### src/rtl/bwd_pkg.sv
// Package for the bus, wake and diagnostic status bank.
// Assumes a single 100 MHz logic clock and synchronous active-high reset.
package bwd_pkg;
  // ****************************************
  // Timing
  // ****************************************
  localparam int CLK_PERIOD_NS = 10;
  localparam int DOM_TIMEOUT_MS = 20;
  localparam int DOM_TIMEOUT_CYC = DOM_TIMEOUT_MS * 1000000 / CLK_PERIOD_NS;
  localparam int TX_ENABLE_TIME_NS = 10000;
  localparam int TX_ENABLE_CYC = (TX_ENABLE_TIME_NS + CLK_PERIOD_NS - 1) / CLK_PERIOD_NS;
  // Straps latch only after the three-flop synchroniser output has settled
  localparam int STRAP_SETTLE_CYC = 6;
  // ****************************************
  // Register map
  // ****************************************
  localparam logic [6:0] ADDR_SECOND_LIN_FAILURE_CODE = 7'h45;
  localparam logic [6:0] ADDR_WAKE_A = 7'h46;
  localparam logic [6:0] ADDR_WAKE_B = 7'h47;
  localparam logic [6:0] ADDR_LEVEL = 7'h48;
  localparam logic [6:0] ADDR_HS_OVL = 7'h54;
  localparam logic [6:0] ADDR_HS_OPEN = 7'h55;
  localparam logic [7:0] STATUS_RESET = 8'h00;
  localparam int FAIL_CODE_LSB = 1;
  localparam int WAKE_B_GP_LSB = 4;
  localparam int LEVEL_GP_LSB = 4;
  localparam int LEVEL_CFG_BIT = 6;
  localparam int LEVEL_DEV_BIT = 7;
  // ****************************************
  // Encodings
  // ****************************************
  localparam logic [1:0] CODE_NONE = 2'h0;
  localparam logic [1:0] CODE_TSD = 2'h1;
  localparam logic [1:0] CODE_TXD_DOM = 2'h2;
  localparam logic [1:0] CODE_BUS_DOM = 2'h3;
  typedef enum logic [1:0] {
    LIN_OFF = 2'h0, LIN_WAKE = 2'h1, LIN_NORMAL = 2'h2, LIN_RX_ONLY = 2'h3
  } bwd_lin_mode_type;
  typedef enum logic [1:0] {
    SBC_NORMAL = 2'h0, SBC_STOP = 2'h1, SBC_OTHER = 2'h2
  } bwd_sbc_mode_type;
  typedef enum logic [1:0] {
    GP_OFF = 2'h0, GP_WAKE = 2'h1, GP_LOWSIDE = 2'h2, GP_HIGHSIDE = 2'h3
  } bwd_gp_func_type;
  typedef enum logic [1:0] {
    TX_ON = 2'h0, TX_BLOCKED = 2'h1, TX_RECOVER = 2'h3
  } bwd_tx_state_type;
  // ****************************************
  // Carriers
  // ****************************************
  typedef struct packed {
    logic lin2;
    logic lin1;
    logic can;
    logic timer;
    logic [2:0] wk;
    logic [1:0] gp;
  } bwd_wake_evt_type;
  typedef struct packed {
    logic [3:0] overload;
    logic [3:0] openload;
  } bwd_hs_evt_type;
  typedef struct packed {
    logic [6:0] addr;
    logic rd;
    logic clr;
  } bwd_host_req_type;
endpackage : bwd_pkg

### src/rtl/bwd_hold_timer.sv
// Saturating counter: done once i_run has held for LIMIT cycles.
// Dropping i_run restarts the count on the next edge.
module bwd_hold_timer #(
  parameter int LIMIT = 16
) (
  // Clock and reset
  input wire logic i_ref_clk,
  input wire logic i_rst,
  // Control
  input wire logic i_run,
  output logic o_done
);
  localparam int CW = $clog2(LIMIT + 1);
  localparam logic [CW-1:0] LIM = CW'(LIMIT);
  logic [CW-1:0] count;
  always_ff @(posedge i_ref_clk) begin
    if (i_rst || !i_run) begin
      count <= '0;
    end else if (count != LIM) begin
      count <= count + CW'(1);
    end
  end
  assign o_done = (count == LIM);
endmodule : bwd_hold_timer

### src/rtl/bwd_status_bank.sv
// Status bank: second LIN failure, wake sources, input levels, high-side faults.
// Assumes a host read/clear port on i_ref_clk; fault and wake events are
// single-cycle pulses or levels from logic on the same clock.
module bwd_status_bank #(
  parameter int DOM_TIMEOUT = bwd_pkg::DOM_TIMEOUT_CYC
) (
  // Clock and reset
  input wire logic i_ref_clk,
  input wire logic i_rst,
  // Host register port
  input wire bwd_pkg::bwd_host_req_type i_host,
  output logic [7:0] o_rd_data,
  output logic o_rd_valid,
  // Second LIN transceiver and CAN transmit enable
  input wire logic i_lin2_txd,
  input wire logic i_lin2_bus,
  input wire bwd_pkg::bwd_lin_mode_type i_lin2_mode,
  input wire logic i_lin2_thermal_shutdown,
  input wire logic i_main_supply_undervoltage,
  input wire logic i_can_supply_undervoltage,
  output logic o_lin2_tx_enable,
  output logic o_can_tx_enable,
  // Wake and fault events
  input wire bwd_pkg::bwd_wake_evt_type i_wake_evt,
  input wire bwd_pkg::bwd_hs_evt_type i_hs_evt,
  // Pins and mode
  input wire logic i_fail_output_test_strap_pin,
  input wire logic i_int_pullup_pin,
  input wire logic [2:0] i_wake_pins,
  input wire logic [1:0] i_gp_pins,
  input wire bwd_pkg::bwd_sbc_mode_type i_sbc_mode,
  input wire bwd_pkg::bwd_gp_func_type [1:0] i_gp_func,
  input wire logic [1:0] i_gp_sel_io,
  input wire logic i_cyclic_active,
  input wire logic i_cyclic_sample
);
  import bwd_pkg::*;

  // ****************************************
  // Pin synchronisers
  // ****************************************
  logic [6:0] pins_sync;
  logic txd_hi, bus_hi, dev_strap, cfg_strap;
  logic [2:0] wk_now;
  logic [1:0] gp_now;
  bwd_sync3 #(.WIDTH(7)) u_sync (
    .i_ref_clk(i_ref_clk),
    .i_rst(i_rst),
    .i_async({i_lin2_txd, i_lin2_bus, i_fail_output_test_strap_pin,
              i_int_pullup_pin, i_wake_pins}),
    .o_level(pins_sync)
  );
  bwd_sync3 #(.WIDTH(2)) u_sync_gp (
    .i_ref_clk(i_ref_clk),
    .i_rst(i_rst),
    .i_async(i_gp_pins),
    .o_level(gp_now)
  );
  assign {txd_hi, bus_hi, dev_strap, cfg_strap, wk_now} = pins_sync;

  // ****************************************
  // Dominant timeouts
  // ****************************************
  logic lin2_drives, second_lin_transmit_stuck, second_lin_bus_stuck;
  logic txd_stuck_q, bus_stuck_q, tsd_q;
  assign lin2_drives = (i_lin2_mode == LIN_NORMAL) || (i_lin2_mode == LIN_RX_ONLY);
  bwd_hold_timer #(.LIMIT(DOM_TIMEOUT)) u_txd_dom (
    .i_ref_clk(i_ref_clk),
    .i_rst(i_rst),
    .i_run(!txd_hi && lin2_drives),
    .o_done(second_lin_transmit_stuck)
  );
  bwd_hold_timer #(.LIMIT(DOM_TIMEOUT)) u_bus_dom (
    .i_ref_clk(i_ref_clk),
    .i_rst(i_rst),
    .i_run(!bus_hi && lin2_drives),
    .o_done(second_lin_bus_stuck)
  );
  always_ff @(posedge i_ref_clk) begin
    if (i_rst) begin
      txd_stuck_q <= 1'b0;
      bus_stuck_q <= 1'b0;
      tsd_q <= 1'b0;
    end else begin
      txd_stuck_q <= second_lin_transmit_stuck;
      bus_stuck_q <= second_lin_bus_stuck;
      tsd_q <= i_lin2_thermal_shutdown;
    end
  end

  // ****************************************
  // Transmitter enable
  // ****************************************
  bwd_tx_state_type tx_state, next_tx_state;
  logic lin2_fault, txd_hold_done;
  assign lin2_fault = i_lin2_thermal_shutdown || i_main_supply_undervoltage
                      || second_lin_transmit_stuck || second_lin_bus_stuck;
  bwd_hold_timer #(.LIMIT(TX_ENABLE_CYC)) u_tx_en (
    .i_ref_clk(i_ref_clk),
    .i_rst(i_rst),
    .i_run(txd_hi && (tx_state == TX_RECOVER)),
    .o_done(txd_hold_done)
  );
  always_comb begin
    next_tx_state = tx_state;
    case (tx_state)
      TX_ON: begin
        if (lin2_fault) next_tx_state = TX_BLOCKED;
      end
      TX_BLOCKED: begin
        if (!lin2_fault) next_tx_state = TX_RECOVER;
      end
      TX_RECOVER: begin
        if (lin2_fault) next_tx_state = TX_BLOCKED;
        else if (txd_hold_done) next_tx_state = TX_ON;
      end
      default: next_tx_state = TX_BLOCKED;
    endcase
  end
  always_ff @(posedge i_ref_clk) begin
    if (i_rst) begin
      tx_state <= TX_ON;
    end else begin
      tx_state <= next_tx_state;
    end
  end
  always_ff @(posedge i_ref_clk) begin
    if (i_rst) begin
      o_lin2_tx_enable <= 1'b0;
      o_can_tx_enable <= 1'b0;
    end else begin
      o_lin2_tx_enable <= (next_tx_state == TX_ON);
      o_can_tx_enable <= !i_can_supply_undervoltage;
    end
  end

  // ****************************************
  // Clear decode
  // ****************************************
  logic clr_fail, clr_wake_a, clr_wake_b, clr_ovl, clr_open;
  always_comb begin
    clr_fail = 1'b0;
    clr_wake_a = 1'b0;
    clr_wake_b = 1'b0;
    clr_ovl = 1'b0;
    clr_open = 1'b0;
    if (!i_host.clr) begin
      clr_fail = 1'b0;
    end else if (i_host.addr == ADDR_SECOND_LIN_FAILURE_CODE) begin
      clr_fail = 1'b1;
    end else if (i_host.addr == ADDR_WAKE_A) begin
      clr_wake_a = 1'b1;
    end else if (i_host.addr == ADDR_WAKE_B) begin
      clr_wake_b = 1'b1;
    end else if (i_host.addr == ADDR_HS_OVL) begin
      clr_ovl = 1'b1;
    end else if (i_host.addr == ADDR_HS_OPEN) begin
      clr_open = 1'b1;
    end
  end

  // ****************************************
  // Failure code
  // ****************************************
  logic [1:0] second_lin_failure_code;
  always_ff @(posedge i_ref_clk) begin
    if (i_rst) begin
      second_lin_failure_code <= CODE_NONE;
    end else if (i_lin2_thermal_shutdown && !tsd_q) begin
      second_lin_failure_code <= CODE_TSD;
    end else if (second_lin_bus_stuck && !bus_stuck_q) begin
      second_lin_failure_code <= CODE_BUS_DOM;
    end else if (second_lin_transmit_stuck && !txd_stuck_q) begin
      second_lin_failure_code <= CODE_TXD_DOM;
    end else if (clr_fail) begin
      second_lin_failure_code <= CODE_NONE;
    end
  end

  // ****************************************
  // Sticky event flags
  // ****************************************
  logic [7:0] wake_a;
  logic [1:0] wake_b;
  logic [3:0] hs_ovl, hs_open;
  logic [7:0] wake_a_evt;
  assign wake_a_evt = {i_wake_evt.lin2, i_wake_evt.lin1, i_wake_evt.can,
                       i_wake_evt.timer, 1'b0, i_wake_evt.wk};
  // Set takes priority over clear; events count in any mode incl. fail-safe
  always_ff @(posedge i_ref_clk) begin
    if (i_rst) begin
      wake_a <= STATUS_RESET;
    end else begin
      wake_a <= ((clr_wake_a ? 8'h00 : wake_a) | wake_a_evt) & 8'hF7;
    end
  end
  always_ff @(posedge i_ref_clk) begin
    if (i_rst) begin
      wake_b <= 2'h0;
    end else begin
      wake_b <= (clr_wake_b ? 2'h0 : wake_b) | i_wake_evt.gp;
    end
  end
  always_ff @(posedge i_ref_clk) begin
    if (i_rst) begin
      hs_ovl <= 4'h0;
    end else begin
      hs_ovl <= (clr_ovl ? 4'h0 : hs_ovl) | i_hs_evt.overload;
    end
  end
  always_ff @(posedge i_ref_clk) begin
    if (i_rst) begin
      hs_open <= 4'h0;
    end else begin
      hs_open <= (clr_open ? 4'h0 : hs_open) | i_hs_evt.openload;
    end
  end

  // ****************************************
  // Input levels
  // ****************************************
  logic [2:0] strap_cnt;
  logic development_strap_level, pullup_config_strap;
  logic [2:0] wk_lvl;
  logic [1:0] gp_lvl;
  logic gp_mode_ok;
  always_ff @(posedge i_ref_clk) begin
    if (i_rst) begin
      strap_cnt <= 3'h0;
      development_strap_level <= 1'b0;
      pullup_config_strap <= 1'b0;
    end else if (strap_cnt != 3'(STRAP_SETTLE_CYC)) begin
      strap_cnt <= strap_cnt + 3'h1;
      development_strap_level <= dev_strap;
      pullup_config_strap <= cfg_strap;
    end
  end
  always_ff @(posedge i_ref_clk) begin
    if (i_rst) begin
      wk_lvl <= 3'h0;
    end else if (!i_cyclic_active || i_cyclic_sample) begin
      wk_lvl <= wk_now;
    end
  end
  assign gp_mode_ok = (i_sbc_mode == SBC_NORMAL) || (i_sbc_mode == SBC_STOP);
  generate
    for (genvar g = 0; g < 2; g++) begin : g_gp
      always_ff @(posedge i_ref_clk) begin
        if (i_rst) begin
          gp_lvl[g] <= 1'b0;
        end else if (gp_mode_ok && (i_gp_func[g] != GP_OFF)) begin
          gp_lvl[g] <= gp_now[g];
        end
      end
    end
  endgenerate

  // ****************************************
  // Read port
  // ****************************************
  always_ff @(posedge i_ref_clk) begin
    if (i_rst) begin
      o_rd_data <= STATUS_RESET;
      o_rd_valid <= 1'b0;
    end else begin
      o_rd_valid <= i_host.rd;
      if (!i_host.rd) begin
        o_rd_data <= o_rd_data;
      end else if (i_host.addr == ADDR_SECOND_LIN_FAILURE_CODE) begin
        o_rd_data <= {5'h00, second_lin_failure_code, 1'b0};
      end else if (i_host.addr == ADDR_WAKE_A) begin
        o_rd_data <= wake_a;
      end else if (i_host.addr == ADDR_WAKE_B) begin
        o_rd_data <= {2'h0, wake_b, 4'h0};
      end else if (i_host.addr == ADDR_LEVEL) begin
        o_rd_data <= {development_strap_level, pullup_config_strap,
                      gp_lvl & i_gp_sel_io, 1'b0, wk_lvl};
      end else if (i_host.addr == ADDR_HS_OVL) begin
        o_rd_data <= {4'h0, hs_ovl};
      end else if (i_host.addr == ADDR_HS_OPEN) begin
        o_rd_data <= {4'h0, hs_open};
      end else begin
        o_rd_data <= STATUS_RESET;
      end
    end
  end

  // ****************************************
  // Checks
  // ****************************************
  property p_tsd_code;
    @(posedge i_ref_clk) disable iff (i_rst)
    (i_lin2_thermal_shutdown && !tsd_q) |=> second_lin_failure_code == CODE_TSD;
  endproperty
  a_tsd_code: assert property (p_tsd_code) else $error("tsd code not set");
  property p_bus_code;
    @(posedge i_ref_clk) disable iff (i_rst)
    $rose(second_lin_bus_stuck) && !(i_lin2_thermal_shutdown && !tsd_q)
      |=> second_lin_failure_code == CODE_BUS_DOM;
  endproperty
  a_bus_code: assert property (p_bus_code) else $error("bus code not set");
  property p_reserved;
    @(posedge i_ref_clk) disable iff (i_rst)
    o_rd_valid |-> (($past(i_host.addr) == ADDR_HS_OVL || $past(i_host.addr) == ADDR_HS_OPEN)
      ? o_rd_data[7:4] == 4'h0 : o_rd_data[3] == 1'b0);
  endproperty
  a_reserved: assert property (p_reserved) else $error("reserved bit set");
  property p_txd_leave;
    @(posedge i_ref_clk) disable iff (i_rst)
    second_lin_transmit_stuck && (txd_hi || !lin2_drives) |=> !second_lin_transmit_stuck;
  endproperty
  a_txd_leave: assert property (p_txd_leave) else $error("txd stuck held");
  property p_bus_leave;
    @(posedge i_ref_clk) disable iff (i_rst)
    second_lin_bus_stuck && (bus_hi || !lin2_drives) |=> !second_lin_bus_stuck;
  endproperty
  a_bus_leave: assert property (p_bus_leave) else $error("bus stuck held");
  property p_tx_block;
    @(posedge i_ref_clk) disable iff (i_rst)
    lin2_fault |=> !o_lin2_tx_enable ##1 !o_lin2_tx_enable;
  endproperty
  a_tx_block: assert property (p_tx_block) else $error("tx on in fault");
  property p_tx_reenable;
    @(posedge i_ref_clk) disable iff (i_rst)
    $rose(o_lin2_tx_enable) |-> $past(i_rst, 2)
      || ($past(tx_state) == TX_RECOVER && $past(txd_hold_done));
  endproperty
  a_tx_reenable: assert property (p_tx_reenable) else $error("early enable");
  property p_wake_hold;
    @(posedge i_ref_clk) disable iff (i_rst)
    wake_a[7] && !clr_wake_a |=> wake_a[7];
  endproperty
  a_wake_hold: assert property (p_wake_hold) else $error("flag lost");
  property p_set_wins;
    @(posedge i_ref_clk) disable iff (i_rst)
    i_hs_evt.overload[0] && clr_ovl |=> hs_ovl[0] ##1 (hs_ovl[0] || $past(clr_ovl));
  endproperty
  a_set_wins: assert property (p_set_wins) else $error("event lost");
  property p_cyclic_hold;
    @(posedge i_ref_clk) disable iff (i_rst)
    i_cyclic_active && !i_cyclic_sample |=> $stable(wk_lvl);
  endproperty
  a_cyclic_hold: assert property (p_cyclic_hold) else $error("level moved");
  c_txd_stuck: cover property (@(posedge i_ref_clk) $rose(second_lin_transmit_stuck));
  c_recover: cover property (@(posedge i_ref_clk) $rose(o_lin2_tx_enable));
  c_clash: cover property (@(posedge i_ref_clk) i_wake_evt.lin2 && clr_wake_a);
endmodule : bwd_status_bank

### src/rtl/bwd_sync3.sv
// Three-stage synchroniser with agreement filter, one lane per bit.
// Assumes inputs asynchronous to i_ref_clk.
module bwd_sync3 #(
  parameter int WIDTH = 1
) (
  // Clock and reset
  input wire logic i_ref_clk,
  input wire logic i_rst,
  // Lanes
  input wire logic [WIDTH-1:0] i_async,
  output logic [WIDTH-1:0] o_level
);
  generate
    for (genvar g = 0; g < WIDTH; g++) begin : g_lane
      logic s1, s2, s3;
      always_ff @(posedge i_ref_clk) begin
        if (i_rst) begin
          s1 <= 1'b0;
          s2 <= 1'b0;
          s3 <= 1'b0;
          o_level[g] <= 1'b0;
        end else begin
          s1 <= i_async[g];
          s2 <= s1;
          s3 <= s2;
          if (s2 == s3) begin
            o_level[g] <= s3;
          end
        end
      end
    end
  endgenerate
endmodule : bwd_sync3

### config.mk
export PLATFORM = sky130hd
export DESIGN_NAME = bwd_status_bank
export DESIGN_NICKNAME = d
export VERILOG_FILES = /design/src/rtl/bwd_pkg.sv /design/src/rtl/bwd_hold_timer.sv /design/src/rtl/bwd_status_bank.sv /design/src/rtl/bwd_sync3.sv
export SDC_FILE = /design/constraint.sdc
export NUM_CORES = 1
export LEC_CHECK = 0
export ABC_AREA = 1
export BUFFER_PORTS_ARGS = -buffer_cell sky130_fd_sc_hd__buf_2
export CORE_ASPECT_RATIO = 1.5
export CORE_MARGIN = 4
export CORE_UTILIZATION = 50
export DETAILED_ROUTE_END_ITERATION = 6
export PLACE_DENSITY = 0.72
export SYNTH_ARGS = -nofsm -noshare
export SYNTH_HDL_FRONTEND = slang
export SYNTH_HIERARCHICAL = 1
export SYNTH_SLANG_ARGS = --single-unit
### constraint.sdc
create_clock -name i_ref_clk -period 1.6 [get_ports i_ref_clk]
set_input_delay 0.16 -clock i_ref_clk [delete_from_list [all_inputs] [get_ports i_ref_clk]]
set_output_delay 0.16 -clock i_ref_clk [all_outputs]
set_load 0.02 [all_outputs]
# Word-level counts from Yosys, hierarchy flattened

Cells that the tools add are included.

Flip-flop bits (word level): 134
Input bits: 52
Output and inout bits: 11
Word-level logic and storage cells: 170

Add/sub/neg operators: 4
Equality and inequality tests: 27
Multiplexer cells: 39
Bitwise operators: 5
Reduce and logical (&&, ||, !) cells: 35

Operators with widths:

| cell                  | number |
|---|---|
| $add 21x1->21 const B | 2 |
| $eq 21x21->1 const B  | 2 |
| $eq 7x7->1 const B    | 6 |
| $ne 21x21->1 const B  | 2 |
| $mux 8                | 5 |
| $mux 1                | 21 |
| $mux 2                | 8 |
| $mux 4                | 4 |
| $add 10x1->10 const B | 1 |
| $eq 10x10->1 const B  | 1 |
| $logic_not 1->1       | 10 |
| $ne 10x10->1 const B  | 1 |
| $eq 1x1->1            | 9 |
| $logic_or 1x1->1      | 9 |
| $logic_and 1x1->1     | 8 |
| $or 4x4->4            | 2 |
| $or 8x8->8            | 1 |
| $eq 2x2->1 const B    | 3 |
| $logic_not 2->1       | 3 |
| $pmux 2 s3            | 1 |
| $eq 2x1->1 const B    | 2 |
| $reduce_bool 2->1     | 2 |
| $reduce_bool 4->1     | 1 |
| $add 3x1->3 const B   | 1 |
| 5 further kinds       | 5 |

# Logic depth before layout (Yosys ltp)

Gate-level depths: netlist (run 1).

Word-level depth: 9
Depth in mapped cells: 11
Mapped depth without buffers: 11

# By module

Netlist (run 1), hierarchy kept.

By module, submodules not included:

| module                          | times used | cells an instance | area each (µm²) |
|---|---|---|---|
| bwd_hold_timer at u_bus_dom ... | 2          | 190               | 1,214.9 |
| bwd_status_bank                 | 1          | 242               | 1,868.0 |
| bwd_sync3 at u_sync             | 1          | 94                | 840.8 |
| bwd_hold_timer at u_tx_en       | 1          | 77                | 528.0 |
| bwd_sync3 at u_sync_gp          | 1          | 27                | 236.5 |

# Worst setup path before layout (run 1)

OpenSTA, ideal clock, no wires.

Path kind: reg2reg
Start point: register u_bus_dom.count[0]
End point: register second_lin_failure_code[0]
Arrival: 1,537 ps
Setup slack: -59 ps
Stages on the path, launching flop included: 12
Buffers on the path: 0
Period minus slack after synthesis: 1,659 ps
Cell sequence: dfxtp_1 -> inv_1 -> ha_1 -> nand2_1 -> nor3_1 -> nand3_1 -> inv_1 -> inv_1 -> or2_2 -> o21ai_0 -> nand3b_1 -> a31oi_1

Longest elaborated chain between the ends: 4

Ends and longest elaborated chain:

| what                     | RTL line               | RTL |
|---|---|---|
| start, declared          | bwd_hold_timer.sv:15   | `logic [CW-1:0] count;` |
| start signal, assigned   | bwd_hold_timer.sv:20   | `count <= count + CW'(1);` |
| $eq 21x21->1 (*)         | bwd_hold_timer.sv:23   | `assign o_done = (count == LIM);` |
| net second_lin_bus_stuck | bwd_status_bank.sv:64  | `logic lin2_drives, second_lin_transmit_stuck, second_lin_bus_stuck;` |
| $logic_and 1x1->1 (*)    | bwd_status_bank.sv:171 | `end else if (second_lin_bus_stuck && !bus_stuck_q) begin` |
| $mux 2                   | bwd_status_bank.sv:171 |  |
| $mux 1                   | bwd_status_bank.sv:169 | `end else if (i_lin2_thermal_shutdown && !tsd_q) begin` |
| end signal, assigned     | bwd_status_bank.sv:168 | `second_lin_failure_code <= CODE_NONE;` |
| end signal, assigned     | bwd_status_bank.sv:170 | `second_lin_failure_code <= CODE_TSD;` |
| end signal, assigned     | bwd_status_bank.sv:172 | `second_lin_failure_code <= CODE_BUS_DOM;` |
| end, declared            | bwd_status_bank.sv:165 | `logic [1:0] second_lin_failure_code;` |

The timed path passes the listed nets; every way through them passes the cells marked *.
A chain may end at the register's enable or synchronous reset.

# Worst setup path in the final report (run 1)

Start point: register u_bus_dom.count[10]
End point: register second_lin_failure_code[0]

The elaborated chain is that of the path after synthesis.

==> results of run 1 <==
## logic make-up after synthesis
family	synth area share [%]
adder cells (fa/ha/maj)	1.70
AO/OA/AOI/OAI	10.3
AND/OR/NAND/NOR	32.8
buffers and inverters	9.14
XOR/XNOR	1.04
flip-flops	45.1
## registers in the layout, summed over array words and instances, names as in the netlist, 3 cells and up
name / count
u_sync/g_lane.s3: 7
o_rd_data: 8
wk_lvl: 3
wake_a: 7
hs_ovl: 4
u_bus_dom/count: 21
u_sync/g_lane.s1: 7
u_sync/g_lane.s2: 7
hs_open: 4
u_txd_dom/count: 21
u_sync/o_level: 7
u_tx_en/count: 10
strap_cnt: 3
## cells in the final DEF (no fill, tap or decap), types with 28 or more instances in the layout
| cell | instances |
|---|---|
| dlygate4sd3_1 | 28 |
| nand2_1 | 145 |
| buf_2 | 60 |
| inv_1 | 115 |
| nand3_1 | 53 |
| nor2_1 | 152 |
| dfxtp_1 | 129 |
| o21ai_0 | 39 |
| buf_4 | 29 |
| a21oi_1 | 67 |
## per-stage QoR
step	instances	worst slack [ps]	setup TNS (ps)	hold WS, ps
floorplan	820	19.2	0	231
global placement	1048	17.2	0	322
detailed placement	1048	-38.5	-38.5	322
CTS	1108	13.8	0	57.8
global route	1109	-84.6	-232	71.1
finish	1109	50.0	0	71.0
## worst max-delay path, cell delays in order, from the launching register on
cell      delay (ps)
dfxtp_1          320
inv_1             50
nor2_2           110
nand2_1           90
nor2_2           120
nand3_1          120
inv_1             90
inv_2             40
or2_4            230
o21ai_2           60
nand3b_1         130
a31oi_1           70
## power groups by stage
stage | sequential (mW) | combinational, mW | clock [mW]
after floorplan | 3.52 | 0.206 | 0
after global placement | 3.52 | 0.333 | 0
after detailed placement | 3.52 | 0.341 | 0
after CTS | 3.45 | 0.396 | 3.83
after global routing | 3.46 | 0.452 | 4.00
final | 3.45 | 0.399 | 3.76
## metal layers
layer	part of all wire, %	vias to the layer above	wire length (um)
met5	0	-	0
met4	2.0	0	257
met3	3.3	20	424
met2	52	100	6720
met1	43	2384	5510
li1	-	2839	-
## area by class of cell
type | count | area [um^2]
clock inverter | 15 | 156
fill | 1040 | 4090
tap | 150 | 188
inverter | 121 | 454
sequential | 133 | 2670
multi-input combinational | 556 | 2750
timing repair buffer | 117 | 798
clock buffer | 17 | 425
## path summary, 6_finish.rpt
| kind | from | endpoint | slack (ps) | cells after the start |
|---|---|---|---|---|
| hold reg to reg | u_sync/g_lane[5].s1 | u_sync/g_lane[5].s2 | 400 | 2 |
| setup / recovery | u_bus_dom/count[10] | second_lin_failure_code[0] | 50 | 11 |
| setup reg to reg | u_bus_dom/count[10] | second_lin_failure_code[0] | 50 | 11 |
| hold / removal | i_host[1] | o_rd_data[3] | 70 | 3 |
## repair_timing
item	CTS	global route
pin swaps	2	2
setup endpoints to repair	1	6
gates resized for setup	2	12
setup buffers	0	1
hold endpoints to repair	28	0
hold buffers	28	0
==> flow_summary.json, run 1 <==
{
  "worst_setup_path_start_kind": "register",
  "wl_per_cell_um": 11.6,
  "firstDrtPassIters": 4,
  "finalWirelength_um": 12900,
  "path_clk_slew_ps": 60,
  "clk_latency_ps": 410,
  "cts_made_buffers": 17,
  "synth_commonest_cells": "nor2_1 (158), nand2_1 (146), dfxtp_1 (133), inv_1 (118), a21oi_1 (67)",
  "gp_congestion": 0.871,
  "dieArea_mm2": 0.0136,
  "die-width_um": 96.7,
  "initial_core_util_pct": 51.2,
  "crit_arrival_ps": 1840,
  "antenna_left": 0,
  "grt_max_degree": 23,
  "place_area_mm2": 0.00653,
  "synth_area_mm2": 0.00590,
  "p_total_mw": 7.61,
  "numClockSinks": 133,
  "drt_first_iter_violations": 159,
  "critical_path_class": "register to register",
  "drive_above_1_share_pct": 19.3,
  "use_met2_pct": 36.8,
  "p_leak_nw": 3.15,
  "root_buffer": "clkbuf_16",
  "async_flop_share_pct": 0,
  "relSlewSlack_pct": 72.2,
  "clock_skew_ps": 4.19,
  "synth_area_leaders": "dfxtp_1 (45%), nor2_1 (10%), nand2_1 (9.3%)",
  "endpoint_kind": "register",
  "setup_viol": 0,
  "p_int_mw": 5.88,
  "synth_most_common_cell": "nor2_1",
  "syn_area_per_cell_um2": 7.20,
  "htreeDepth": 4,
  "crit_required_ps": 1890,
  "power.share.sequential_pct": 45.3,
  "grt-busiest-layer": "met2",
  "first_global_vias": 5102,
  "nets": 1006,
  "placementRows": 48,
  "io_buffer_count": 60,
  "die_h_um": 141,
  "grt_use_total_pct": 19.7,
  "maxCapViolCount": 0,
  "antenna_cells": 0,
  "syn_to_final_growth_pct": 26.0,
  "vias": 5343,
  "syn_inst": 820,
  "antenna_found_initial": 0,
  "powerDensity_mw_per_mm2": 1020,
  "clockBufferDepth": 2,
  "fin_crit_ps": 1550,
  "use_met3_pct": 4.01,
  "io_pins": 63,
  "max_freq_ghz": 0.645,
  "ys_types": 35,
  "synth_edf_count": 0,
  "synth_ff_type": "dfxtp_1",
  "finalCritPeriodShare_pct": 96.9,
  "ir_drop_v": 0.000655,
  "final_core_util_pct": 64.5,
  "grt_pass1_wl_um": 22400,
  "fin_area_mm2": 0.00744,
  "post-dp-hpwl_um": 9350,
  "worst_pin_slew_ps": 413,
  "grt_use_met1_pct": 21.6,
  "ys_ff_latch": 133,
  "cts_tree": "built",
  "synth_top_area_share_pct": 45.1,
  "swShare_pct": 22.7,
  "path_max_fanout": 2,
  "final-hold-violation-count": 0,
  "yosysTopAreaCell": "dfxtp_1",
  "synth_nets": 880,
  "pwr-share-comb_pct": 5.2,
  "grt-ovfl-total": 0,
  "yosys_warnings": 6,
  "core-area_mm2": 0.0115,
  "slew_violations": 0,
  "drc": 0,
  "worstHoldPathType": "input pin to register",
  "status": "complete, no violations",
  "synth_seq_area_share_pct": 45.1,
  "clock_power_share_pct": 49.4,
  "p_sw_mw": 1.73,
  "rsz0062_at_grt": "yes",
  "drt-vias-per-instance": 4.82
}
Note: power is estimated with default switching activity, not from simulation.
==> run 2, diff against run 1 <==
SYNTH_HIERARCHICAL = unset   (was 1)
==> flow_summary.json, run 2 <==
{
  "ir_drop_v": 0.000738,
  "cts_tree": "built",
  "min-delay-start": "i_lin2_thermal_shutdown",
  "drive_above_1_share_pct": 16.9,
  "vias": 5343,
  "drt-vias-per-instance": 5.09,
  "synth_edf_count": 0,
  "grt_pass1_wl_um": 21500,
  "clockBufferDepth": 2,
  "clock_skew_ps": 9.35,
  "p_leak_nw": 2.92,
  "critical_path_class": "register to register",
  "powerDensity_mw_per_mm2": 1070,
  "endpoint_kind": "register",
  "grt-ovfl-total": 0,
  "wl_per_cell_um": 12.3,
  "r2r_setup_slack_ps": 110,
  "r2r-start": "u_bus_dom.count[0]",
  "antenna_left": 0,
  "ys_types": 29,
  "max_freq_ghz": 0.672,
  "grt_max_degree": 32,
  "top_regs": "u_bus_dom.count: 21 flops, u_txd_dom.count: 21 flops, u_tx_en.count: 10 flops",
  "cts_made_buffers": 17,
  "synth_top_area_share_pct": 47.0,
  "io_pins": 63,
  "die-width_um": 94.9,
  "muxShareOfSynthArea_pct": 0,
  "clk_latency_ps": 420,
  "synth_seq_area_share_pct": 47.0,
  "initial_core_util_pct": 51.2,
  "numClockSinks": 133,
  "root_buffer": "clkbuf_16",
  "worstHoldPathCells": 3,
  "swShare_pct": 24.4,
  "power.share.sequential_pct": 45.0,
  "synth_xor_area_share_pct": 0.619,
  "synthAdderAreaFrac_pct": 1.77,
  "pwr-share-comb_pct": 5.1,
  "drt_first_iter_violations": 255,
  "synth_nets": 838,
  "drc": 0,
  "synth_top_family_by_area": "simple AND/OR/NAND/NOR gates",
  "crit_required_ps": 1950,
  "syn_inst": 778,
  "synth_ff_type": "dfxtp_1",
  "htreeDepth": 4,
  "dieArea_mm2": 0.0131,
  "synth_most_common_cell": "dfxtp_1",
  "final_common_cell": "dfxtp_1",
  "antenna_found_initial": 0,
  "status": "complete, no violations",
  "synth_commonest_cells": "dfxtp_1 (133), nor2_1 (125), inv_1 (116), nand2_1 (114), a21oi_1 (86)",
  "rsz0062_at_grt": "no",
  "crit_arrival_ps": 1840,
  "final-hold-violation-count": 0,
  "fin_crit_ps": 1490,
  "setup_viol": 0,
  "first_global_vias": 5072,
  "worstHoldPathType": "input pin to register",
  "maxCapViolCount": 0,
  "syn_to_final_growth_pct": 26.7,
  "ys_ff_latch": 133,
  "yosys.area_share.simple_pct": 28.2,
  "firstDrtPassIters": 5,
  "synth_compound_area_share_pct": 13.6,
  "whs_endpoint": "tsd_q",
  "relSlewSlack_pct": 71.1,
  "r2r_end": "u_bus_dom.count[20]",
  "grt_use_total_pct": 19.9,
  "synth_area_mm2": 0.00566,
  "finalSetupTns_ps": 0,
  "p_total_mw": 7.66,
  "worst_setup_path_start_kind": "register",
  "final_core_util_pct": 64.8,
  "antenna_cells": 0,
  "r2r_cells": 7,
  "yosysTopAreaCell": "dfxtp_1",
  "final_cell_mix": "dfxtp_1 (127), nor2_1 (121), inv_1 (112)",
  "die_h_um": 138,
  "async_flop_share_pct": 0,
  "core-area_mm2": 0.0111,
  "io_buffer_count": 60,
  "clock_power_share_pct": 49.9,
  "nets": 950,
  "path_max_fanout": 5,
  "worst_pin_slew_ps": 431,
  "synth_area_leaders": "dfxtp_1 (47%), nor2_1 (8.3%), inv_1 (7.7%)",
  "path_clk_slew_ps": 60,
  "p_sw_mw": 1.87,
  "n_fill_cell": 980,
  "placementRows": 47,
  "yosys_warnings": 0,
  "post-dp-hpwl_um": 9460,
  "p_int_mw": 5.79,
  "finalCritPeriodShare_pct": 93.0,
  "slew_violations": 0,
  "finalWirelength_um": 12900,
  "syn_area_per_cell_um2": 7.28,
  "gp_congestion": 0.883
}
-- run 2: metrics by stage --
stage                     worst slack (ps)  instances  hold slack [ps]  area (um^2)
final                                  111       1050             8.21         7170
after CTS                             32.8       1048           0.0396         7070
after floorplan                        136        778              232         5660
after global routing                  1.20       1050             27.6         7170
after global placement                 135        989              317         6210
after detailed placement              50.1        989              319         6210
-- run 2: logic make-up after synthesis --
| group | after synthesis |
|---|---|
| adder cells (fa/ha/maj) | 8 |
| buffers and inverters | 129 |
| AO/OA/AOI/OAI | 147 |
| AND/OR/NAND/NOR | 357 |
| flip-flops | 133 |
| XOR/XNOR | 4 |
-- run 2: routing by layer --
layer	vias to the layer above	part of all wire (%)	track usage, %	wire length (um)
met1	2436	41	22.6	5290
met3	27	3.8	5.33	485
met2	122	53	35.0	6850
met5	-	0	0	0
li1	2758	-	-	-
met4	0	2.1	7.38	274
-- run 2: power by group through the flow --
| stage | combinational (mW) | clock, mW | sequential (mW) |
|---|---|---|---|
| after floorplan | 0.197 | 0 | 3.51 |
| after global placement | 0.324 | 0 | 3.51 |
| after detailed placement | 0.337 | 0 | 3.52 |
| after CTS | 0.392 | 3.87 | 3.45 |
| after global routing | 0.442 | 4.02 | 3.45 |
| final | 0.392 | 3.82 | 3.45 |
-- run 2: timing repair --
item,4_1_cts,5_1_grt
endpoints found under the hold margin,27,0
buffers inserted,0,2
hold buffers,27,0
endpoints found under the setup margin,0,17
gates resized for setup,0,33
-- run 2: cell type report --
type	instances	area, um^2	share of cell area, %
clock buffers	17	425	5.93
clock inverters	15	158	2.20
inverters	116	435	6.07
multi-input cells	516	2580	36.0
flip-flops and latches	133	2670	37.3
well taps	147	184	2.57
repair buffers	106	713	9.95
-- run 2: worst max-delay path: stages (launching register included) --
cell	delay, ps
dfxtp_2	360
ha_2	200
nand2_2	80
nor3_4	310
nand3_2	150
nor2_1	140
nand2_1	60
a21oi_1	130
-- run 2: worst max path at each step --
stage	start	to	slack (ps)
after floorplan	u_bus_dom.count[0]	u_bus_dom.count[16]	140
after global placement	u_bus_dom.count[0]	u_bus_dom.count[16]	140
after detailed placement	u_tx_en.count[0]	u_tx_en.count[8]	50
after CTS	u_tx_en.count[0]	u_tx_en.count[8]	30
after global routing	u_tx_en.count[1]	u_tx_en.count[8]	1
final	u_bus_dom.count[0]	u_bus_dom.count[20]	110
==> run 3, diff against run 2 <==
RECOVER_POWER = 50   (was unset)
==> flow_summary.json, run 3 (synthesized netlist as in run 2, its figures left out) <==
{
  "crit_buf_inv": 0,
  "r2r_setup_slack_ps": 100,
  "io_buffer_count": 60,
  "r2r_cells": 7,
  "max_freq_ghz": 0.665,
  "setup_viol": 0,
  "finalWirelength_um": 13000,
  "powerDensity_mw_per_mm2": 1070,
  "path_clk_slew_ps": 60,
  "vias": 5359,
  "worstHoldPathCells": 3,
  "ir_drop_v": 0.000737,
  "crit_arrival_ps": 1850,
  "fin_crit_ps": 1500,
  "die_h_um": 138,
  "worstHoldPathType": "input pin to register",
  "n_fill_cell": 983,
  "gp_congestion": 0.883,
  "finalCritPeriodShare_pct": 93.9,
  "htreeDepth": 4,
  "place_area_mm2": 0.00621,
  "seq_area_mm2": 0.00267,
  "antenna_cells": 0,
  "clock_skew_ps": 9.30,
  "multi_input_area_mm2": 0.00258,
  "status": "complete, no violations",
  "r2r-start": "u_bus_dom.count[0]",
  "slew_violations": 0,
  "grt_pass1_wl_um": 21500,
  "grt_use_total_pct": 19.9,
  "p_leak_nw": 2.91,
  "antenna_left": 0,
  "crit_chain": "ha_2, nand2_2, nor3_4, nand3_2, nor2_1, nand2_1, a21oi_1",
  "firstDrtPassIters": 5,
  "finalSetupTns_ps": 0,
  "cp_slowest_cell": "dfxtp_2",
  "final-hold-violation-count": 0,
  "initial_core_util_pct": 51.2,
  "critical_path.top_delay_family": "simple AND/OR/NAND/NOR gates",
  "cp_num_cells": 7,
  "drive_above_1_share_pct": 16.5,
  "placementRows": 47,
  "cts_made_buffers": 17,
  "maxCapViolCount": 0,
  "first_global_vias": 5072,
  "dieArea_mm2": 0.0131,
  "nets": 950,
  "critical_path_class": "register to register",
  "io_pins": 63,
  "rsz0062_at_grt": "no",
  "worst_pin_slew_ps": 578,
  "syn_to_final_growth_pct": 26.4,
  "fin_cells": 1050,
  "top_regs": "u_bus_dom.count: 21 flops, u_txd_dom.count: 21 flops, u_tx_en.count: 10 flops",
  "numClockSinks": 133,
  "drc": 0,
  "drt-vias-per-instance": 5.10,
  "wl_per_cell_um": 12.3,
  "core-area_mm2": 0.0111,
  "endpoint_kind": "register",
  "final_common_cell": "dfxtp_1",
  "placed_cells": 989,
  "grt_max_degree": 32,
  "die-width_um": 94.9,
  "slowest_delay_ps": 360,
  "post-dp-hpwl_um": 9460,
  "final_core_util_pct": 64.7,
  "final_cell_mix": "dfxtp_1 (127), nor2_1 (121), inv_1 (112)",
  "grt-ovfl-total": 0,
  "root_buffer": "clkbuf_16",
  "worst_setup_path_start_kind": "register",
  "whs_endpoint": "tsd_q",
  "r2r_end": "u_bus_dom.count[20]",
  "cts_tree": "built",
  "drt_first_iter_violations": 276,
  "fin_area_mm2": 0.00716,
  "antenna_found_initial": 0,
  "clk_latency_ps": 420,
  "min-delay-start": "i_lin2_thermal_shutdown",
  "clockBufferDepth": 2,
  "relSlewSlack_pct": 61.5,
  "path_max_fanout": 5,
  "crit_required_ps": 1950
}
[run 3: cell types whose count changed in the layout (fill, tap and decap cells not counted)]
cell | previous run | this run
clkbuf_2 | 0 | 2
buf_2 | 60 | 57
buf_4 | 19 | 17
nor3_1 | 14 | 15
clkbuf_1 | 0 | 3
nor3_2 | 5 | 4
[run 3: through the flow]
step / hold slack (ps) / total power, mW / setup WS (ps)
after detailed placement: 319 / 3.86 / 50.1
after CTS: 0.0396 / 7.71 / 32.8
after global placement: 317 / 3.84 / 135
final: 5.79 / 7.66 / 97.2
after global routing: 27.6 / 7.91 / 1.20
after floorplan: 232 / 3.71 / 136
[run 3: report_power, final]
group          switching (mW)  total (mW)  leakage (nW)  internal, mW
Combinational           0.209       0.389          1.53         0.181
Clock                    1.62        3.83         0.288          2.21
Sequential             0.0468        3.45          1.09          3.40
Total                    1.87        7.66          2.91          5.79
[run 3: how the worst max path moves through the flow]
stage                                      to               start
after floorplan           u_bus_dom.count[16]  u_bus_dom.count[0]
after global placement    u_bus_dom.count[16]  u_bus_dom.count[0]
after detailed placement     u_tx_en.count[8]    u_tx_en.count[0]
after CTS                    u_tx_en.count[8]    u_tx_en.count[0]
after global routing         u_tx_en.count[8]    u_tx_en.count[1]
final                     u_bus_dom.count[20]  u_bus_dom.count[0]
[run 3: per-layer routing]
layer | up-vias | share of wire (%) | GRT usage (%)
li1 | 2760 | - | -
met1 | 2435 | 41 | 22.6
met2 | 134 | 53 | 35.0
met3 | 30 | 4.1 | 5.33
met4 | 0 | 2.3 | 7.38
met5 | - | 0 | 0
[run 3: timing repair]
| item | CTS | global route |
|---|---|---|
| gates resized for setup | 0 | 33 |
| hold buffers | 27 | 0 |
| setup endpoints to repair | 0 | 17 |
| setup buffers | 0 | 2 |
| hold endpoints to repair | 27 | 0 |
[run 3: tightest hold or removal path, stage by stage]
cell and delay [ps]:
buf_2 120, inv_1 70, nor2_1 40
[run 3: cell type report]
| type | instances | area share [%] |
|---|---|---|
| flip-flops and latches | 133 | 37.3 |
| multi-input cells | 516 | 36.0 |
| repair buffers | 106 | 9.84 |
| inverters | 116 | 6.08 |
| clock buffers | 17 | 5.95 |
| well taps | 147 | 2.57 |
| clock inverters | 15 | 2.20 |
